==> config.mk <==
export PLATFORM = sky130hd
export DESIGN_NAME = mfsc_stats
export DESIGN_NICKNAME = d
export VERILOG_FILES = /design/src/hdl/mfsc_stats.v /design/src/hdl/mfsc_counter.v
export VERILOG_INCLUDE_DIRS = /design/src /design/src/hdl
export SDC_FILE = /design/constraint.sdc
export NUM_CORES = 1
export LEC_CHECK = 0
export ABC_AREA = 0
export BUFFER_PORTS_ARGS = -buffer_cell sky130_fd_sc_hd__buf_2
export CAP_MARGIN = 20
export CORE_MARGIN = 8
export CORE_UTILIZATION = 60
export DETAILED_ROUTE_END_ITERATION = 10
export PLACE_DENSITY = 0.81
export RECOVER_POWER = 50
export SLEW_MARGIN = 20
export SYNTH_ARGS = -nofsm -noshare
export SYNTH_HDL_FRONTEND = slang
export SYNTH_SLANG_ARGS = --single-unit
==> constraint.sdc <==
create_clock -name ref_clk -period 3.3 [get_ports ref_clk]
set_clock_uncertainty 0.2 [all_clocks]
set_input_delay 0.495 -clock ref_clk [delete_from_list [all_inputs] [get_ports ref_clk]]
set_output_delay 0.495 -clock ref_clk [all_outputs]
set_load 0.005 [all_outputs]
==> src/hdl/mfsc_defs.vh <==
// What this block does
// received-ok counter adds one for each frame received successfully
// received frames with length, FCS, alignment or overrun faults are not counted
// 32-bit received-ok counter wraps to zero after all-ones
// received-ok counter reaching 0xC0000000 raises the update-statistics flag
// received-ok counts only with global enable one and its mask bit zero
// deferred-transmit counter adds one per frame whose first attempt waited
// deferred frames that saw any collision are not counted
// 32-bit deferred-transmit counter wraps to zero after all-ones
// deferred-transmit counter reaching 0xC0000000 raises the update-statistics flag
// deferred-transmit counts only with global enable one and mask bit zero
// excessive-deferral counter adds at most one per frame past the defer limit
// 16-bit excessive-deferral counter wraps to zero after all-ones
// excessive-deferral counter reaching 0xC000 raises the update-statistics flag
// excessive-deferral counts only with global enable one and mask bit zero
// transmitted-ok counter adds one per frame sent successfully
// 32-bit transmitted-ok counter wraps to zero after all-ones
// transmitted-ok counter reaching 0xC0000000 raises the update-statistics flag
// transmitted-ok counts only with global enable one and mask bit zero
// software write loads a counter; write beats a coincident event
`ifndef MFSC_DEFS_VH
`define MFSC_DEFS_VH

// register offsets inside the io / memory window
`define MFSC_OFS_RX_GOOD 8'hB4
`define MFSC_OFS_TX_GOOD 8'hDC
`define MFSC_OFS_TX_DEFERRED 8'hE4
`define MFSC_OFS_TX_EXCESS 8'hFE

// counter widths
`define MFSC_WIDE 32
`define MFSC_NARROW 16

// reset values
`define MFSC_RST_WIDE 32'h00000000
`define MFSC_RST_NARROW 16'h0000

// threshold values that raise the update-statistics flag
`define MFSC_THR_WIDE 32'hC0000000
`define MFSC_THR_NARROW 16'hC000

// bit positions in the mask vector
`define MFSC_MASK_RX_GOOD 0
`define MFSC_MASK_TX_GOOD 1
`define MFSC_MASK_TX_DEFERRED 2
`define MFSC_MASK_TX_EXCESS 3

`endif

==> src/hdl/mfsc_stats.v <==
`timescale 1ns/1ps
`include "mfsc_defs.vh"

module mfsc_stats
(
	input wire ref_clk,
	input wire arst_n,
	input wire counters_global_enable,
	input wire [3:0] counter_mask_reg,
	input wire rx_frame_done,
	input wire rx_too_long,
	input wire rx_fcs_error,
	input wire rx_length_error,
	input wire rx_align_error,
	input wire rx_overrun,
	input wire tx_frame_ok,
	input wire tx_frame_deferred,
	input wire tx_collided,
	input wire tx_excess_defer,
	input wire tx_frame_end,
	input wire reg_sel,
	input wire [7:0] reg_addr,
	input wire reg_wr,
	input wire reg_rd,
	input wire [31:0] reg_wdata,
	output reg [31:0] reg_rdata,
	output reg reg_rd_valid,
	output reg counter_threshold_flag
);

	wire [31:0] rx_good_frame_count;
	wire [31:0] tx_good_frame_count;
	wire [31:0] tx_deferred_frame_count;
	wire [15:0] tx_excess_defer_count;
	wire hit_rx_good;
	wire hit_tx_good;
	wire hit_tx_deferred;
	wire hit_tx_excess;
	wire wr_rx_good;
	wire wr_tx_good;
	wire wr_tx_deferred;
	wire wr_tx_excess;
	wire rx_clean;
	wire inc_rx_good;
	wire inc_tx_good;
	wire inc_tx_deferred;
	wire inc_tx_excess;
	reg excess_seen;
	reg [31:0] next_rdata;

	// a counter runs only with the global enable set and its own mask bit clear
	function count_allowed;
		input global_en;
		input mask_bit;
		begin
			count_allowed = global_en & ~mask_bit;
		end
	endfunction

	// window offset decode, qualified by the window select
	function offset_hit;
		input sel;
		input [7:0] addr;
		input [7:0] offset;
		begin
			offset_hit = sel & (addr == offset);
		end
	endfunction

	// write strobes per counter
	assign wr_rx_good = reg_wr & offset_hit(reg_sel, reg_addr, `MFSC_OFS_RX_GOOD);
	assign wr_tx_good = reg_wr & offset_hit(reg_sel, reg_addr, `MFSC_OFS_TX_GOOD);
	assign wr_tx_deferred = reg_wr & offset_hit(reg_sel, reg_addr, `MFSC_OFS_TX_DEFERRED);
	assign wr_tx_excess = reg_wr & offset_hit(reg_sel, reg_addr, `MFSC_OFS_TX_EXCESS);

	// a received frame counts only when no fault came with it
	assign rx_clean = ~(rx_too_long | rx_fcs_error | rx_length_error
		| rx_align_error | rx_overrun);
	assign inc_rx_good = rx_frame_done & rx_clean
		& count_allowed(counters_global_enable, counter_mask_reg[`MFSC_MASK_RX_GOOD]);

	// successful transmissions
	assign inc_tx_good = tx_frame_ok
		& count_allowed(counters_global_enable, counter_mask_reg[`MFSC_MASK_TX_GOOD]);

	// deferred first attempt, but never a frame that collided
	assign inc_tx_deferred = tx_frame_deferred & ~tx_collided
		& count_allowed(counters_global_enable, counter_mask_reg[`MFSC_MASK_TX_DEFERRED]);

	// excessive deferral: first report of the frame only
	assign inc_tx_excess = tx_excess_defer & ~excess_seen
		& count_allowed(counters_global_enable, counter_mask_reg[`MFSC_MASK_TX_EXCESS]);

	// per-frame guard; the mac may repeat the excess report while it keeps waiting,
	// so the guard is held until the frame ends
	always @(posedge ref_clk or negedge arst_n)
	begin
		if (!arst_n)
			excess_seen <= 1'b0;
		else if (tx_frame_end)
			excess_seen <= 1'b0;
		else if (tx_excess_defer)
			excess_seen <= 1'b1;
	end

	// received-ok counter
	mfsc_counter #(
		.WIDTH(`MFSC_WIDE),
		.RESET_VALUE(`MFSC_RST_WIDE),
		.THRESHOLD(`MFSC_THR_WIDE)
	) u_rx_good (
		.ref_clk(ref_clk),
		.arst_n(arst_n),
		.load(wr_rx_good),
		.load_value(reg_wdata),
		.inc(inc_rx_good),
		.count(rx_good_frame_count),
		.hit(hit_rx_good)
	);

	// transmitted-ok counter
	mfsc_counter #(
		.WIDTH(`MFSC_WIDE),
		.RESET_VALUE(`MFSC_RST_WIDE),
		.THRESHOLD(`MFSC_THR_WIDE)
	) u_tx_good (
		.ref_clk(ref_clk),
		.arst_n(arst_n),
		.load(wr_tx_good),
		.load_value(reg_wdata),
		.inc(inc_tx_good),
		.count(tx_good_frame_count),
		.hit(hit_tx_good)
	);

	// deferred-transmit counter
	mfsc_counter #(
		.WIDTH(`MFSC_WIDE),
		.RESET_VALUE(`MFSC_RST_WIDE),
		.THRESHOLD(`MFSC_THR_WIDE)
	) u_tx_deferred (
		.ref_clk(ref_clk),
		.arst_n(arst_n),
		.load(wr_tx_deferred),
		.load_value(reg_wdata),
		.inc(inc_tx_deferred),
		.count(tx_deferred_frame_count),
		.hit(hit_tx_deferred)
	);

	// excessive-deferral counter, word wide; upper write data is ignored
	mfsc_counter #(
		.WIDTH(`MFSC_NARROW),
		.RESET_VALUE(`MFSC_RST_NARROW),
		.THRESHOLD(`MFSC_THR_NARROW)
	) u_tx_excess (
		.ref_clk(ref_clk),
		.arst_n(arst_n),
		.load(wr_tx_excess),
		.load_value(reg_wdata[15:0]),
		.inc(inc_tx_excess),
		.count(tx_excess_defer_count),
		.hit(hit_tx_excess)
	);

	// any counter crossing its threshold pulses the shared update-statistics flag
	always @(posedge ref_clk or negedge arst_n)
	begin
		if (!arst_n)
			counter_threshold_flag <= 1'b0;
		else
			counter_threshold_flag <= hit_rx_good | hit_tx_good
				| hit_tx_deferred | hit_tx_excess;
	end

	// read mux; unmapped offsets read zero, narrow counter zero-extended
	always @*
	begin
		next_rdata = 32'h00000000;
		case (reg_addr)
			`MFSC_OFS_RX_GOOD: next_rdata = rx_good_frame_count;
			`MFSC_OFS_TX_GOOD: next_rdata = tx_good_frame_count;
			`MFSC_OFS_TX_DEFERRED: next_rdata = tx_deferred_frame_count;
			`MFSC_OFS_TX_EXCESS: next_rdata = {16'h0000, tx_excess_defer_count};
			default: next_rdata = 32'h00000000;
		endcase
	end

	// registered read answer, one cycle after the request
	always @(posedge ref_clk or negedge arst_n)
	begin
		if (!arst_n)
		begin
			reg_rdata <= 32'h00000000;
			reg_rd_valid <= 1'b0;
		end
		else
		begin
			reg_rd_valid <= reg_rd & reg_sel;
			if (reg_rd & reg_sel)
				reg_rdata <= next_rdata;
		end
	end

endmodule

==> src/hdl/mfsc_counter.v <==
`timescale 1ns/1ps
`include "mfsc_defs.vh"

module mfsc_counter #(
	parameter WIDTH = 32,
	parameter [WIDTH-1:0] RESET_VALUE = {WIDTH{1'b0}},
	parameter [WIDTH-1:0] THRESHOLD = {WIDTH{1'b1}}
)
(
	input wire ref_clk,
	input wire arst_n,
	input wire load,
	input wire [WIDTH-1:0] load_value,
	input wire inc,
	output reg [WIDTH-1:0] count,
	output reg hit
);

	wire [WIDTH-1:0] next_count;

	// natural modulo arithmetic: all-ones plus one is zero
	assign next_count = count + {{(WIDTH-1){1'b0}}, 1'b1};

	// load has priority; a dropped event is preferred over a torn load value
	always @(posedge ref_clk or negedge arst_n)
	begin
		if (!arst_n)
		begin
			count <= RESET_VALUE;
			hit <= 1'b0;
		end
		else if (load)
		begin
			count <= load_value;
			hit <= 1'b0;
		end
		else if (inc)
		begin
			count <= next_count;
			hit <= (next_count == THRESHOLD);
		end
		else
		begin
			hit <= 1'b0;
		end
	end

endmodule

==> summary.txt <==
reg2reg setup slack: 0.53 ns
RSZ-0062 raised after global routing: no
Max-slew headroom: 0.747%
worst path required time: 3.47 ns
DP Cell Count: 1481
Port Buffers: 94
Max-Cap Viols: 0
Final Net Count: 1346
Post-synth EDFFs: 0
Final Cycle Share: 84.0%
fmax: 361 MHz
Synth Instances: 1237
final std cells w/o fill: 1514
GP Congestion: 0.984
DP Wirelength: 22700 um
post-layout min period: 2.77 ns
critical path launch point type: register
ys async rst share: 100%
pwr dens: 455 nW/um^2
total die area: 21100 um^2
placed instance area: 10600 um^2
1st-iter DRT viols: 1154
Ys Warns: 0
Worst-Margin Slew: 1.49 ns
Synth cell types: 73
Post-CTS Setup Repair Bufs: 0
Top FF cell, synth: dfrtp_1
Die X: 145 um
leading cell type in the layout, fill and taps excluded: nor2_1
Pleak: 4.64 nW
status: completed
share of layout cells above drive strength 1: 12.4%
critical path fanouts, max: 9
Setup CP Type: register to register
CTS tree: yes
Longest Clk Path Bufs: 2
sequential cell area fraction in the yosys report: 37.8%
DR WL/cell: 20.3 um
Root Buffer: clkbuf_16
H-tree levels: 4
vias in the first global route: 9213
# DRC: 0
final hold violations: 0
FF+latch count, synth: 151
Worst setup EP type: register
Synth Cell Area: 10000 um^2
Initial Util: 60.8%
pin count of the biggest net entering global routing: 65
most frequent cells in the layout: nor2_1 (163), dfrtp_1 (151), nand2_1 (149), a21oi_1 (135), xor2_1 (92)
vias after detailed routing: 9648
VDD IR-drop max: 0.380 mV
FF-to-FF End: u_tx_deferred.hit
WHS Path Cells: 2
Ports: 95
FILL cells: 1416
Fin Hold WS: 0.00626 ns
HP Start: tx_frame_end
core area: 16500 um^2
worst reg2reg path depth: 7
Final Cell Area: 11200 um^2
clock transition at the registers of the reported paths: 0.07 ns
gr ovfl total: 0
Hold Path Sink: excess_seen
chip height: 145 um
routed wire length: 30800 um
count of final max-slew check failures: 0
GRT Util Overall: 28.9%
Sink Count: 151
Worst-Skew Late Latency: 0.44 ns
Layout Utilization: 68.1%
R2R Path Start: u_tx_deferred.count[19]
CTS buffer count: 17
Hold WC Path Type: input port to register
antenna violations before repair: 0
first drt pass iteration count: 6
mean post-synth cell area: 8.09 um^2
WP data arrival: 2.95 ns
Final Setup Violations: 0
row count: 47
DR vias/cell: 6.37
Post-Route Setup TNS: 0 ns
Routed Antenna Nets: 0
first-pass GRT wire length: 49200 um
Layout area overhead: 12.1%
Antenna Cells: 0
syn_nets: 1302
==> synthesized netlist by cell type (all sizes together) (2+ instances only) <==
| library cell | count | share of area, % |
|---|---|---|
| nor2 | 163 | 6.1 |
| dfrtp | 151 | 38 |
| nand2 | 151 | 5.8 |
| a21oi | 135 | 6.8 |
| xor2 | 92 | 8.1 |
| clkbuf | 78 | 3.4 |
| nand3 | 74 | 3.8 |
| xnor2 | 57 | 5.0 |
| o21ai | 48 | 2.4 |
| nand4 | 47 | 3.3 |
| nor3 | 34 | 1.9 |
| and3 | 23 | 1.5 |
| buf | 20 | 1.1 |
| nor4 | 20 | 1.7 |
| a22o | 16 | 1.4 |
| a22oi | 13 | 0.98 |
| and4 | 13 | 1.2 |
| a31oi | 8 | 0.50 |
| nor3b | 8 | 0.65 |
| inv | 6 | 0.28 |
| nand2b | 6 | 0.38 |
| a211oi | 5 | 0.38 |
| a222oi | 5 | 0.50 |
| nor4b | 5 | 0.50 |
| or4 | 5 | 0.43 |
| a21o | 4 | 0.30 |
| and2 | 4 | 0.25 |
| ha | 4 | 0.50 |
| mux2i | 4 | 0.40 |
| nor2b | 4 | 0.25 |
| nand3b | 3 | 0.23 |
| nand4b | 3 | 0.26 |
| a31o | 2 | 0.18 |
| and3b | 2 | 0.18 |
| nor4bb | 2 | 0.20 |
| o21a | 2 | 0.15 |
| o21bai | 2 | 0.15 |
| o22ai | 2 | 0.13 |
| or2 | 2 | 0.13 |
| or3 | 2 | 0.13 |
==> worst max-delay path, cell delays in order (launching register included) <==
cell and delay, ns:
dfrtp_1 0.55, nand3_2 0.20, or4_2 0.66, nor3_1 0.26
xnor2_1 0.19, nand4_1 0.11, nor3_1 0.30, and4_1 0.23
==> metrics by stage <==
stage | total power, mW | setup WS, ns
after floorplan | 2.59 | 0.904
after global placement | 2.81 | 0.515
after detailed placement | 2.83 | 0.572
after CTS | 5.09 | 0.546
after global routing | 5.26 | 0.346
final | 5.10 | 0.527
==> sequential cells by signal, summed over array words and instances (netlist names) <==
name,count
excess_seen,1
u_rx_good.hit,1
u_tx_deferred.count,32
u_tx_good.count,32
reg_rd_valid,1
u_tx_deferred.hit,1
reg_rdata,32
counter_threshold_flag,1
u_tx_good.hit,1
u_rx_good.count,32
u_tx_excess.count,16
u_tx_excess.hit,1
==> repair_timing <==
action                                 in CTS  in global routing
hold buffers                                1                  0
endpoints found under the hold margin      50                  0
gates resized for setup                     0                  0
==> routing by layer <==
layer	wire length [um]	up-vias	track usage, %
met5	0	-	0
met4	687	0	9.63
met3	3300	55	7.68
met2	14100	526	44.6
met1	12700	4626	38.7
li1	-	4441	-
==> layout make-up <==
type,instances,area (um^2),share of cell area (%)
clock buffers,18,439,3.91
clock inverters,14,248,2.21
inverters,6,27.5,0.245
multi-input cells,982,5800,51.7
flip-flops and latches,151,3780,33.7
well taps,220,275,2.45
repair buffers,123,649,5.79
==> worst max-delay path by stage <==
stage                            start                   to  slack [ns]  cells past startpoint
2_1_floorplan              reg_addr[0]  u_tx_good.count[11]        0.90                      7
3_3_place_gp               reg_addr[1]        u_rx_good.hit        0.52                      8
3_5_place_dp            rx_align_error        u_rx_good.hit        0.57                      7
4_1_cts        u_tx_deferred.count[19]    u_tx_deferred.hit        0.55                      7
5_1_grt                        reg_sel         reg_rdata[5]        0.35                      8
6_report       u_tx_deferred.count[19]    u_tx_deferred.hit        0.53                      7
==> logic make-up after synthesis <==
family	after synthesis	synth area share (%)
xor gates and xnor gates	149	13.0
muxes	5	0.513
buffers and inverters	104	4.70
DFF	151	37.8
and+or+nand+nor	573	28.9
adders and majority gates	4	0.500
AOI/OAI and AO/OA	251	14.6
==> where the power goes <==
group	internal (mW)	leakage (nW)	switching, mW
Combinational	0.250	2.25	0.302
Clock	1.45	0.332	0.835
Sequential	1.99	2.06	0.275
Total	3.69	4.64	1.41
No activity file was read; power rests on OpenSTA's default activity.
